**src/common/sbc_pkg.sv**
```systemverilog
/*
  Shared constants for the slot-bus control block.
  Assumes one system clock and no software-visible registers.
*/
package sbc_pkg;

  // Bit positions inside the refresh control byte.
  localparam int unsigned SUSP_EN_BIT = 7;
  localparam int unsigned CPU_OFF_BIT = 6;

  // Bus clock division codes in the low clock control bits.
  localparam logic [1:0] DIV_CODE_2 = 2'h0;
  localparam logic [1:0] DIV_CODE_4 = 2'h1;
  localparam logic [1:0] DIV_CODE_6 = 2'h2;
  localparam logic [1:0] DIV_CODE_8 = 2'h3;
  localparam int unsigned SRC_SEL_BIT = 2;
  localparam int unsigned DIV_SEL_LO  = 0;

  // Bus reset stretch in oscillator edges.
  localparam logic [3:0] RST_HOLD_EDGES = 4'hF;

  // Default command length in bus clock halves, and least length on early end.
  localparam logic [3:0] CYC_DEFAULT_LEN = 4'hC;
  localparam logic [3:0] CYC_MIN_LEN     = 4'h2;

  // Refresh strobe low time in bus clock halves.
  localparam logic [3:0] REF_STROBE_LEN = 4'h4;

  // Address boundary of the first megabyte.
  localparam logic [23:0] LOW_MEG_LIMIT = 24'h100000;

  // Refresh address counter width and its reset value.
  localparam int unsigned REF_ADDR_W = 9;
  localparam logic [REF_ADDR_W-1:0] REF_ADDR_RST = 9'h000;

  typedef enum logic [1:0] {
    SBC_IDLE = 2'b00,
    SBC_CMD  = 2'b01,
    SBC_REF  = 2'b10,
    SBC_DONE = 2'b11
  } sbc_state_e;

endpackage : sbc_pkg

```
**src/core/sbc_clkdiv.sv**
```systemverilog
/*
  Bus clock divider over the doubled CPU clock or the bus oscillator.
  Assumes the source inputs toggle no faster than half the system clock.
*/
`timescale 1ns/1ps
`default_nettype none
module sbc_clkdiv
  import sbc_pkg::*;
(
  // Clock and reset.
  input  wire logic       i_sys_clk,
  input  wire logic       i_rstn,
  // Sources and selection.
  input  wire logic       i_cpu_clock_x2,
  input  wire logic       i_bus_osc_in,
  input  wire logic [3:0] i_clock_control_reg,
  // Outputs.
  output logic            o_bus_clk,
  output logic            o_bus_clk_tick,
  output logic            o_osc_tick
);

  logic       src_q;
  logic       osc_q;
  logic [2:0] cnt;
  logic       next_src_q;
  logic       next_osc_q;
  logic [2:0] next_cnt;
  logic       next_bus_clk;
  logic       src;
  logic       src_edge;
  logic [2:0] half_len;

  // Half-period in source edges for each division code.
  function automatic logic [2:0] half_of(input logic [1:0] code);
    unique case (code)
      DIV_CODE_2: half_of = 3'h1;
      DIV_CODE_4: half_of = 3'h2;
      DIV_CODE_6: half_of = 3'h3;
      DIV_CODE_8: half_of = 3'h4;
    endcase
  endfunction : half_of

  always_comb begin
    src        = i_clock_control_reg[SRC_SEL_BIT] ? i_bus_osc_in : i_cpu_clock_x2;
    src_edge   = src & ~src_q;
    half_len   = half_of(i_clock_control_reg[DIV_SEL_LO +: 2]);
    next_src_q = src;
    next_osc_q = i_bus_osc_in;
    next_cnt   = cnt;
    next_bus_clk = o_bus_clk;
    o_bus_clk_tick = 1'b0;
    if (src_edge) begin
      if (cnt + 3'h1 >= half_len) begin
        next_cnt       = 3'h0;
        next_bus_clk   = ~o_bus_clk;
        o_bus_clk_tick = 1'b1;
      end else begin
        next_cnt = cnt + 3'h1;
      end
    end
    o_osc_tick = i_bus_osc_in & ~osc_q;
  end

  always_ff @(posedge i_sys_clk or negedge i_rstn) begin
    if (!i_rstn) begin
      src_q     <= 1'b0;
      osc_q     <= 1'b0;
      cnt       <= 3'h0;
      o_bus_clk <= 1'b0;
    end else begin
      src_q     <= next_src_q;
      osc_q     <= next_osc_q;
      cnt       <= next_cnt;
      o_bus_clk <= next_bus_clk;
    end
  end

endmodule : sbc_clkdiv
`default_nettype wire

```
**src/core/sbc_busrst.sv**
```systemverilog
/*
  Bus reset: active high from power-on reset until a fixed count of
  oscillator edges has passed.
  Assumes the oscillator tick is a one-cycle pulse in the system domain.
*/
`timescale 1ns/1ps
`default_nettype none
module sbc_busrst
  import sbc_pkg::*;
(
  // Clock and reset.
  input  wire logic i_sys_clk,
  input  wire logic i_rstn,
  // Timing source.
  input  wire logic i_osc_tick,
  // Output.
  output logic      o_bus_reset_out
);

  logic [3:0] cnt;
  logic [3:0] next_cnt;
  logic       next_rst;

  always_comb begin
    next_cnt = cnt;
    next_rst = o_bus_reset_out;
    if (i_osc_tick) begin
      if (cnt != RST_HOLD_EDGES) begin
        next_cnt = cnt + 4'h1;
      end else begin
        next_rst = 1'b0;
      end
    end
  end

  // Release only on an oscillator edge keeps the slot reset aligned to it.
  always_ff @(posedge i_sys_clk or negedge i_rstn) begin
    if (!i_rstn) begin
      cnt             <= 4'h0;
      o_bus_reset_out <= 1'b1;
    end else begin
      cnt             <= next_cnt;
      o_bus_reset_out <= next_rst;
    end
  end

endmodule : sbc_busrst
`default_nettype wire

```
**src/core/sbc_slot_ctl.sv**
```systemverilog
/*
  Slot bus control top: refresh strobing and sensing, bus reset, low-memory
  strobes, byte-high enable, bus clock, terminal count, early termination
  and suspend-mode selection.
  Assumes pins synchronous to i_sys_clk and a pull-up on the refresh wire.
*/
// Operation
// - Suspend enable set and suspend input low selects slow refresh, stops peripheral clock.
// - In suspend, the cpu-off bit chooses between CPU off and CPU on.
// - Refresh line is pulled low when a refresh cycle begins, unless an outside master already holds it low.
// - Refresh line is sampled; an external low is taken as refresh request.
// - Each refresh strobe advances refresh address and selects the mapper entry.
// - Refresh line is only driven low or released, never driven high.
// - Bus reset is active high from power-on reset, timed to oscillator.
// - Low-memory read strobe active in refresh and reads below 1 MB.
// - Low-memory write strobe active only in writes below 1 MB.
// - CPU cycles time byte-high enable with address, decoded from byte enables.
// - In 8-bit DMA, byte-high enable is the inverse of address bit 0.
// - Bus clock is half, quarter, sixth or eighth of selected source.
// - Latch enable and command strobes change only on bus clock edges.
// - Terminal count output asserts whenever any DMA channel hits terminal count.
// - Zero-wait terminate low ends a CPU bus cycle before default length.
`timescale 1ns/1ps
`default_nettype none
module sbc_slot_ctl
  import sbc_pkg::*;
(
  // Clock and reset.
  input  wire logic                  i_sys_clk,
  input  wire logic                  i_rstn,
  // Clock sources and control bytes.
  input  wire logic                  i_cpu_clock_x2,
  input  wire logic                  i_bus_osc_in,
  input  wire logic [3:0]            i_clock_control_reg,
  input  wire logic [7:0]            i_refresh_control_reg,
  input  wire logic                  i_suspend_n,
  input  wire logic                  i_slow_ref_tick,
  input  wire logic                  i_ref_timer_tick,
  // Cycle request from the internal bus controller.
  input  wire logic                  i_cyc_start,
  input  wire logic                  i_cyc_mem,
  input  wire logic                  i_cyc_write,
  input  wire logic                  i_cyc_dma,
  input  wire logic                  i_cyc_dma16,
  input  wire logic [23:0]           i_cyc_addr,
  input  wire logic                  i_cpu_byte_low_enable_n,
  input  wire logic                  i_cpu_byte_high_enable_n,
  input  wire logic                  i_zero_wait_terminate_n,
  input  wire logic [7:0]            i_dma_tc,
  // Refresh open-drain line.
  input  wire logic                  i_refresh_n,
  output logic                       o_refresh_n,
  output logic                       o_refresh_oe,
  // Slot bus outputs.
  output logic                       o_bus_clk,
  output logic                       o_bus_reset_out,
  output logic                       o_ale,
  output logic                       o_ior_n,
  output logic                       o_iow_n,
  output logic                       o_memr_n,
  output logic                       o_memw_n,
  output logic                       o_smemr_n,
  output logic                       o_smemw_n,
  output logic                       o_sbhe_n,
  output logic [23:0]                o_slot_addr,
  output logic                       o_tc,
  output logic                       o_cyc_done,
  // Refresh address and power state.
  output logic [REF_ADDR_W-1:0]      o_ref_addr,
  output logic                       o_mapper_ref_sel,
  output logic                       o_suspend_active,
  output logic                       o_cpu_clk_en,
  output logic                       o_periph_clk_en
);

  logic                  bus_clk_tick;
  logic                  osc_tick;
  sbc_state_e            state;
  sbc_state_e            next_state;
  logic [3:0]            len;
  logic [3:0]            next_len;
  logic                  pend_cyc;
  logic                  next_pend_cyc;
  logic                  pend_ref;
  logic                  next_pend_ref;
  logic                  cur_mem;
  logic                  cur_write;
  logic                  cur_low;
  logic                  next_cur_mem;
  logic                  next_cur_write;
  logic                  next_cur_low;
  logic                  drv_ref;
  logic                  next_drv_ref;
  logic                  ext_ref_q;
  logic                  next_ext_ref_q;
  logic                  ref_in_low;
  logic                  ext_ref_start;
  logic [REF_ADDR_W-1:0] next_ref_addr;
  logic                  next_ale;
  logic                  next_ior_n;
  logic                  next_iow_n;
  logic                  next_memr_n;
  logic                  next_memw_n;
  logic                  next_smemr_n;
  logic                  next_smemw_n;
  logic                  next_sbhe_n;
  logic [23:0]           next_slot_addr;
  logic                  next_tc;
  logic                  susp;
  logic                  ref_tick;
  logic [23:0]           req_addr;
  logic                  req_dma;
  logic                  req_dma16;
  logic                  req_ble_n;
  logic                  req_bhe_n;
  logic                  next_req_dma;
  logic                  next_req_dma16;
  logic                  next_req_ble_n;
  logic                  next_req_bhe_n;
  logic [23:0]           next_req_addr;

  sbc_clkdiv u_clkdiv (
    .i_sys_clk           (i_sys_clk),
    .i_rstn              (i_rstn),
    .i_cpu_clock_x2      (i_cpu_clock_x2),
    .i_bus_osc_in        (i_bus_osc_in),
    .i_clock_control_reg (i_clock_control_reg),
    .o_bus_clk           (o_bus_clk),
    .o_bus_clk_tick      (bus_clk_tick),
    .o_osc_tick          (osc_tick)
  );

  sbc_busrst u_busrst (
    .i_sys_clk       (i_sys_clk),
    .i_rstn          (i_rstn),
    .i_osc_tick      (osc_tick),
    .o_bus_reset_out (o_bus_reset_out)
  );

  // Byte-high enable for CPU, 8-bit DMA and 16-bit DMA cycles.
  function automatic logic sbhe_of(input logic dma, input logic dma16, input logic a0,
                                   input logic ble_n, input logic bhe_n);
    if (dma && dma16) begin
      sbhe_of = 1'b0;
    end else if (dma) begin
      sbhe_of = ~a0;
    end else begin
      sbhe_of = bhe_n | (~ble_n & a0 & bhe_n);
    end
  endfunction : sbhe_of

  always_comb begin
    susp             = i_refresh_control_reg[SUSP_EN_BIT] & ~i_suspend_n;
    o_suspend_active = susp;
    o_cpu_clk_en     = ~(susp & i_refresh_control_reg[CPU_OFF_BIT]);
    o_periph_clk_en  = ~susp;
    ref_tick         = susp ? i_slow_ref_tick : i_ref_timer_tick;
    ref_in_low       = ~i_refresh_n;
    ext_ref_start    = ref_in_low & ~ext_ref_q & ~drv_ref;
    o_refresh_n      = 1'b0;
    o_refresh_oe     = drv_ref;
    o_mapper_ref_sel = drv_ref | ref_in_low;
  end

  always_comb begin
    next_state     = state;
    next_len       = len;
    next_pend_cyc  = pend_cyc | i_cyc_start;
    next_pend_ref  = pend_ref | ref_tick | ext_ref_start;
    next_cur_mem   = cur_mem;
    next_cur_write = cur_write;
    next_cur_low   = cur_low;
    next_drv_ref   = drv_ref;
    next_ext_ref_q = ref_in_low;
    next_ref_addr  = o_ref_addr;
    next_ale       = o_ale;
    next_ior_n     = o_ior_n;
    next_iow_n     = o_iow_n;
    next_memr_n    = o_memr_n;
    next_memw_n    = o_memw_n;
    next_smemr_n   = o_smemr_n;
    next_smemw_n   = o_smemw_n;
    next_sbhe_n    = o_sbhe_n;
    next_slot_addr = o_slot_addr;
    next_tc        = |i_dma_tc;
    next_req_addr  = req_addr;
    next_req_dma   = req_dma;
    next_req_dma16 = req_dma16;
    next_req_ble_n = req_ble_n;
    next_req_bhe_n = req_bhe_n;
    o_cyc_done     = 1'b0;
    if (i_cyc_start) begin
      next_req_addr  = i_cyc_addr;
      next_req_dma   = i_cyc_dma;
      next_req_dma16 = i_cyc_dma16;
      next_req_ble_n = i_cpu_byte_low_enable_n;
      next_req_bhe_n = i_cpu_byte_high_enable_n;
      next_cur_mem   = i_cyc_mem;
      next_cur_write = i_cyc_write;
      next_cur_low   = i_cyc_addr < LOW_MEG_LIMIT;
    end
    // Strobes move only on bus clock edges so slots see bus-clock timing.
    if (bus_clk_tick) begin
      unique case (state)
        SBC_IDLE: begin
          if (pend_ref) begin
            next_pend_ref = ref_tick | ext_ref_start;
            next_drv_ref  = ~ext_ref_q;
            next_ref_addr = o_ref_addr + 9'h001;
            next_smemr_n  = 1'b0;
            next_memr_n   = 1'b0;
            next_len      = 4'h0;
            next_state    = SBC_REF;
          end else if (pend_cyc) begin
            next_pend_cyc  = i_cyc_start;
            next_ale       = 1'b1;
            next_slot_addr = req_addr;
            next_sbhe_n    = sbhe_of(req_dma, req_dma16, req_addr[0], req_ble_n,
                                     req_bhe_n);
            next_len       = 4'h0;
            next_state     = SBC_CMD;
          end
        end
        SBC_CMD: begin
          next_ale = 1'b0;
          next_len = len + 4'h1;
          if (len == 4'h0) begin
            next_memr_n  = ~(cur_mem & ~cur_write);
            next_memw_n  = ~(cur_mem & cur_write);
            next_ior_n   = ~(~cur_mem & ~cur_write);
            next_iow_n   = ~(~cur_mem & cur_write);
            next_smemr_n = ~(cur_mem & ~cur_write & cur_low);
            next_smemw_n = ~(cur_mem & cur_write & cur_low);
          end else if ((len >= CYC_DEFAULT_LEN) ||
                       (!i_zero_wait_terminate_n && !req_dma && len >= CYC_MIN_LEN)) begin
            next_state = SBC_DONE;
          end
        end
        SBC_REF: begin
          next_len = len + 4'h1;
          if (len >= REF_STROBE_LEN) begin
            next_drv_ref = 1'b0;
            next_state   = SBC_DONE;
          end
        end
        SBC_DONE: begin
          next_memr_n  = 1'b1;
          next_memw_n  = 1'b1;
          next_ior_n   = 1'b1;
          next_iow_n   = 1'b1;
          next_smemr_n = 1'b1;
          next_smemw_n = 1'b1;
          o_cyc_done   = 1'b1;
          next_state   = SBC_IDLE;
        end
      endcase
    end
  end

  always_ff @(posedge i_sys_clk or negedge i_rstn) begin
    if (!i_rstn) begin
      state       <= SBC_IDLE;
      len         <= 4'h0;
      pend_cyc    <= 1'b0;
      pend_ref    <= 1'b0;
      cur_mem     <= 1'b0;
      cur_write   <= 1'b0;
      cur_low     <= 1'b0;
      drv_ref     <= 1'b0;
      ext_ref_q   <= 1'b0;
      o_ref_addr  <= REF_ADDR_RST;
      o_ale       <= 1'b0;
      o_ior_n     <= 1'b1;
      o_iow_n     <= 1'b1;
      o_memr_n    <= 1'b1;
      o_memw_n    <= 1'b1;
      o_smemr_n   <= 1'b1;
      o_smemw_n   <= 1'b1;
      o_sbhe_n    <= 1'b1;
      o_slot_addr <= 24'h000000;
      o_tc        <= 1'b0;
      req_addr    <= 24'h000000;
      req_dma     <= 1'b0;
      req_dma16   <= 1'b0;
      req_ble_n   <= 1'b1;
      req_bhe_n   <= 1'b1;
    end else begin
      state       <= next_state;
      len         <= next_len;
      pend_cyc    <= next_pend_cyc;
      pend_ref    <= next_pend_ref;
      cur_mem     <= next_cur_mem;
      cur_write   <= next_cur_write;
      cur_low     <= next_cur_low;
      drv_ref     <= next_drv_ref;
      ext_ref_q   <= next_ext_ref_q;
      o_ref_addr  <= next_ref_addr;
      o_ale       <= next_ale;
      o_ior_n     <= next_ior_n;
      o_iow_n     <= next_iow_n;
      o_memr_n    <= next_memr_n;
      o_memw_n    <= next_memw_n;
      o_smemr_n   <= next_smemr_n;
      o_smemw_n   <= next_smemw_n;
      o_sbhe_n    <= next_sbhe_n;
      o_slot_addr <= next_slot_addr;
      o_tc        <= next_tc;
      req_addr    <= next_req_addr;
      req_dma     <= next_req_dma;
      req_dma16   <= next_req_dma16;
      req_ble_n   <= next_req_ble_n;
      req_bhe_n   <= next_req_bhe_n;
    end
  end

endmodule : sbc_slot_ctl
`default_nettype wire

```
**config.mk**
```make
export PLATFORM = sky130hd
export DESIGN_NAME = sbc_slot_ctl
export DESIGN_NICKNAME = d
export VERILOG_FILES = /design/src/common/sbc_pkg.sv /design/src/core/sbc_clkdiv.sv /design/src/core/sbc_busrst.sv /design/src/core/sbc_slot_ctl.sv
export SDC_FILE = /design/constraint.sdc
export NUM_CORES = 1
export LEC_CHECK = 0
export BUFFER_PORTS_ARGS = -buffer_cell sky130_fd_sc_hd__buf_2
export CAP_MARGIN = 20
export CORE_MARGIN = 2
export CORE_UTILIZATION = 25
export DETAILED_ROUTE_END_ITERATION = 12
export GPL_ROUTABILITY_DRIVEN = 0
export GPL_TIMING_DRIVEN = 0
export HOLD_SLACK_MARGIN = 0.12
export PLACE_DENSITY = 0.5
export SLEW_MARGIN = 20
export SYNTH_ARGS = -nofsm -noshare
export SYNTH_HDL_FRONTEND = slang
export SYNTH_SLANG_ARGS = --single-unit
```
**constraint.sdc**
```tcl
create_clock -name i_sys_clk -period 8.1 [get_ports i_sys_clk]
set_clock_uncertainty 0.2 [all_clocks]
set_input_delay 0.405 -clock i_sys_clk [delete_from_list [all_inputs] [get_ports i_sys_clk]]
set_output_delay 0.405 -clock i_sys_clk [all_outputs]
set_load 0.005 [all_outputs]
```
-- Yosys cells after proc, flatten, opt, wreduce, memory -nomap -nowiden
Cells that the tools add are included.
- flip-flop bits (word level): 94
- input port bits: 60
- output and inout port bits: 51
- add/subtract/negate cells: 4
- magnitude comparators: 5
- equal/unequal tests: 15
- muxes and demuxes: 45
- bitwise gates (word level): 41
- reductions and logical operators: 27
- operators with widths (kind ; count):
    $mux 1 ; 26
    $lt 24x21->1 const B ; 1
    $not 1->1 ; 21
    $reduce_and 4->1 ; 4
    $and 1x1->1 ; 14
    $ne 2x2->1 const B ; 7
    $pmux 1 s2 ; 6
    $pmux 3 s4 ; 1
    $mux 2 ; 5
    $add 9x1->9 const B ; 1
    $reduce_and 3->1 ; 3
    $add 4x1->4 const B ; 2
    $eq 2x2->1 const B ; 4
    $mux 4 ; 2
    $pmux 2 s4 ; 1
    $pmux 4 s2 ; 1
    $reduce_bool 2->1 ; 4
    $reduce_or 8->1 ; 1
    $or 1x1->1 ; 6
    $pmux 1 s3 ; 2
    $reduce_and 2->1 ; 3
    $reduce_and 5->1 ; 1
    $eq 2x1->1 const B ; 2
    $ge 4x2->1 const B ; 1
    other kinds (14) ; 18

-- Depth between registers and ports, before layout
- word-level depth: 8
- mapped depth: 9
- depth with buffers taken out: 7

-- By module
A second synthesis with hierarchy kept.
- cell total of the unflattened synthesis: 323
- area total of the unflattened synthesis: 4196.5 um^2
- by module, submodules not included (module ; times used ; cells an instance ; area an instance (um^2)):
    sbc_slot_ctl ; 1 ; 262 ; 3535.9
    sbc_clkdiv ; 1 ; 39 ; 412.9
    sbc_busrst ; 1 ; 22 ; 247.7

-- Least setup slack after synthesis
No wires, ideal clock.
- path kind: register -> register
- from: reg u_clkdiv.cnt[0]
- to: reg o_slot_addr[10]
- arrival time: 2223 ps
- setup slack: 5552 ps
- stages on the path, launching flop included: 10
- clock period less this slack: 2548 ps
- path through: dfrtp_1 ha_1 xor2_1 ha_1 a21oi_1 o21ai_4 and3_1 buf_6 buf_6 mux2_4
- cells in the longest elaborated chain, start to end: 5
- ends and longest elaborated chain (element ; line ; source):
    start, declared ; sbc_clkdiv.sv:25 ; logic [2:0] cnt;
    start signal, assigned ; sbc_clkdiv.sv:74 ; cnt <= next_cnt;
    $add 3x1->3 ; sbc_clkdiv.sv:54 ; if (cnt + 3'h1 >= half_len) begin
    $ge 3x3->1 ; sbc_clkdiv.sv:54 ;
    $mux 1 ; sbc_clkdiv.sv:54 ;
    $mux 1 ; sbc_clkdiv.sv:53 ; if (src_edge) begin
    $reduce_and 4->1 (no source line) ; - ;
    end signal, assigned ; sbc_slot_ctl.sv:306 ; o_slot_addr <= next_slot_addr;
    end, declared ; sbc_slot_ctl.sv:65 ; output logic [23:0] o_slot_addr,
Every way passes these cells.
A chain may end at the register's enable or synchronous reset.

-- Final worst setup path
- from: reg u_clkdiv.cnt[0]
- to: out o_cyc_done
- cells in the longest elaborated chain, start to end: 5
- ends and longest elaborated chain (element ; line ; source):
    $add 3x1->3 ; sbc_clkdiv.sv:54 ;
    $ge 3x3->1 ; sbc_clkdiv.sv:54 ;
    $mux 1 ; sbc_clkdiv.sv:54 ;
    $mux 1 ; sbc_clkdiv.sv:53 ;
    $mux 1 ; sbc_slot_ctl.sv:203 ; if (bus_clk_tick) begin
    end, declared ; sbc_slot_ctl.sv:67 ; output logic o_cyc_done,
Every way passes these cells.

==> run_results.csv <==
group,metric,value,unit
timing,setup_viol,0,
power,pwr-share-comb,30.9,%
worst_setup_path,critPathMaxStageDelay,0.43,ns
die,io_pins,111,
run,drv_cap,0,
grt,grt_pass1_vias,3200,
yosys,synth-seq-area-share,54.8,%
die,dieArea,0.0181,sq mm
grt,antenna_found_initial,0,
die,fp.dieH,135,um
timing,fmax,308,MHz
cts,holdBufCountCts,34,
detailed_routing,viasPerCell,4.35,
timing,drv_slew,0,
worst_setup_path,cp-end-kind,"output port",
placement,hpwl,6900,um
yosys,synth_cell_types,52,
detailed_routing,drt_first_pass_iters,4,
finish,fin_util,34.4,%
yosys,ys_top_cells_by_count,"dfrtp_1 (84), mux2_2 (37), mux2_4 (19)",
yosys,synth.area.top_cells,"dfrtp_1 (49%), mux2_2 (9.8%), mux2_4 (6.7%)",
min_path,min_path_cells,2,
yosys,syn_nets,400,
worst_setup_path,crit_chain,"ha_1 > xor2_1 > ha_1 > nand2_1 > o21ai_4 > clkbuf_1 > and3_1 > buf_2",
yosys,synth_compound_area_share,6.66,%
power,vdd_ir_drop_max,0.0953,mV
die,rows,47,
placement,portBuffers,101,
cts,clk_latency,0.34,ns
timing,layout_min_cycle_time,3.25,ns
power,p_int,1.03,mW
cts,clockBufferDepth,2,
power,p_clk_share,28.0,%
cts,postCtsResizedCells,0,
worst_setup_path,start_kind,"register",
worst_setup_path,worstPathArrival,2.64,ns
power,power_density,267,mW/mm^2
die,start_util,25.6,%
finish,final_nets,547,
grt,grt_max_degree,52,
worst_setup_path,cp_max_fo,10,
power,power_frac_seq,41.1,%
timing,rsz0062_at_grt,"no",
yosys,yosysMostFrequentCell,"dfrtp_1",
min_path,worst_hold_path_type,"input pin to register",
yosys,async_flop_share,100,%
worst_setup_path,critPathKind,"register to output port",
yosys,syn_area_per_cell,13.0,sq um
worst_setup_path,cp_slowest_cell,"clkbuf_1",
timing,tns,0,ns
yosys,synth_flop_cell,"dfrtp_1",
grt,grt_pass1_wl,15900,um
yosys,synthAdderAreaFrac,3.81,%
yosys,synth_top_family_by_area,"multiplexers",
finish,num_antenna_cells,0,
timing,worst_slew_pin_slew,0.640,ns
finish,area_delta_synth_final,34.2,%
yosys,synth.area.mux_share,19.0,%
detailed_routing,drc,0,
yosys,syn_area,0.00427,sq mm
cts,cts.clk_slew.worst_paths,0.06,ns
grt,grt_usage,11.2,%
power,switching_power,0.505,mW
detailed_routing,avgRoutedWirePerCell,13.7,um
power,p_leak,2.70,nW
yosys,synth-simple-area-share,10.1,%
run_status,outcome,"finished clean",
detailed_routing,num_vias,3043,
worst_setup_path,worstRegToRegCells,9,
yosys,synth_top_area_share,49.3,%
detailed_routing,wirelength,9580,um
grt,grt-ovfl-total,0,
cts,cts_buffers,9,
timing,whs,0.140,ns
cts,clkSinkCount,93,
cts,cts_tree,"done",
die,coreArea,0.0166,sq mm
detailed_routing,ant_nets,0,
yosys,netlist_instances,327,
detailed_routing,drt-initial-drc-count,137,
timing,finalCritPeriodShare,40.1,%
cts,root_buffer,"clkbuf_16",
finish,drive_gt1_share,40.3,%
cts,postCtsSetupBuffers,0,
worst_setup_path,cpMostUsedCell,"ha_1",
timing,finalHoldViolCount,0,
cts,htreeDepth,3,
die,die_w,135,um
yosys,ys_ff_latch,93,
yosys,synth_area_leader_cell,"dfrtp_1",
yosys,synth_edf_count,0,
yosys,ys_warn_count,0,
yosys,synth_xor_area_share,2.46,%
worst_setup_path,required,7.50,ns
power,switching_share,33.0,%
timing,slew_headroom,57.3,%
power,total_power,1.53,mW
-- worst paths after layout --
kind	startpoint	endpoint	slack, ns
hold / removal	i_cyc_addr[21]	req_addr[21]$_DFFE_PN0P_	0.14
min in group asynchronous	i_rstn	u_busrst.cnt[2]$_DFFE_PN0P_	0.35
setup / recovery	u_clkdiv.cnt[0]$_DFFE_PN0P_	o_cyc_done	4.85
setup reg to reg	u_clkdiv.cnt[0]$_DFFE_PN0P_	o_slot_addr[8]$_DFFE_PN0P_	5.34
max in group asynchronous	i_rstn	o_memw_n$_DFFE_PN1P_	6.72
hold reg to reg	u_busrst.o_bus_reset_out$_DFFE_PN1P_	u_busrst.o_bus_reset_out$_DFFE_PN1P_	0.26
-- cells in the final DEF (no fill, tap or decap), drive strengths merged, types with 12 or more instances in the layout --
cell / count
buf: 111
nand2: 14
clkbuf: 16
dfrtp: 84
inv: 15
dlygate4sd3: 34
nand3: 13
mux2: 62
nor2: 12
ha: 13
-- through the flow --
step / cells / setup slack, ns / area (sq um)
2_1_floorplan: 327 / 5.55 / 4270
3_3_place_gp: 648 / 5.20 / 5050
3_5_place_dp: 649 / 5.18 / 5080
4_1_cts: 699 / 4.79 / 5720
5_1_grt: 699 / 4.64 / 5720
6_report: 699 / 4.85 / 5720
-- critical path, delay by kind of cell, from the launching register on --
| kind | cells | cell delay, ns |
|---|---|---|
| DFF | 1 | 0.40 |
| AOI/OAI and AO/OA | 1 | 0.31 |
| and+or+nand+nor | 2 | 0.33 |
| adders and majority gates | 2 | 0.54 |
| xor gates and xnor gates | 1 | 0.17 |
| buffers and inverters | 2 | 0.55 |
-- area by class of cell --
cell class	count	area (sq um)
Fill cell	1681	10900
Sequential cell	93	2340
Multi-Input combinational cell	207	1800
Timing Repair Buffer	136	880
Tap cell	220	275
Clock buffer	13	260
Buffer	12	73.8
Inverter	15	56.3
Clock inverter	3	43.8
-- cell families after synthesis --
group                    count (synthesis)
AND/OR/NAND/NOR                         79
XOR/XNOR                                12
flip-flops                              93
adder cells (fa/ha/maj)                 13
other                                    1
buffers and inverters                   27
AO/OA/AOI/OAI                           36
multiplexers                            66
-- power groups by stage --
| stage | registers (mW) | clock network [mW] | logic (mW) |
|---|---|---|---|
| after global routing | 0.642 | 0.466 | 0.537 |
| after detailed placement | 0.638 | 0 | 0.466 |
| final | 0.630 | 0.429 | 0.473 |
| after CTS | 0.630 | 0.447 | 0.481 |
| after floorplan | 0.626 | 0 | 0.311 |
| after global placement | 0.635 | 0 | 0.455 |
-- flip-flops by register name, summed over array words and instances (netlist names), 2 cells and up --
register      cells
u_clkdiv.cnt      3
o_ref_addr        9
state             2
len               4
u_busrst.cnt      4
o_slot_addr      24
req_addr         24
-- per-layer routing --
metal	GRT usage (%)	routed length (um)	vias up
met4	2.81	91	0
met3	3.98	521	8
met2	17.5	4360	79
li1	-	-	1448
met5	0	0	-
met1	14.9	4610	1508
No activity file was read; power rests on OpenSTA's default activity.
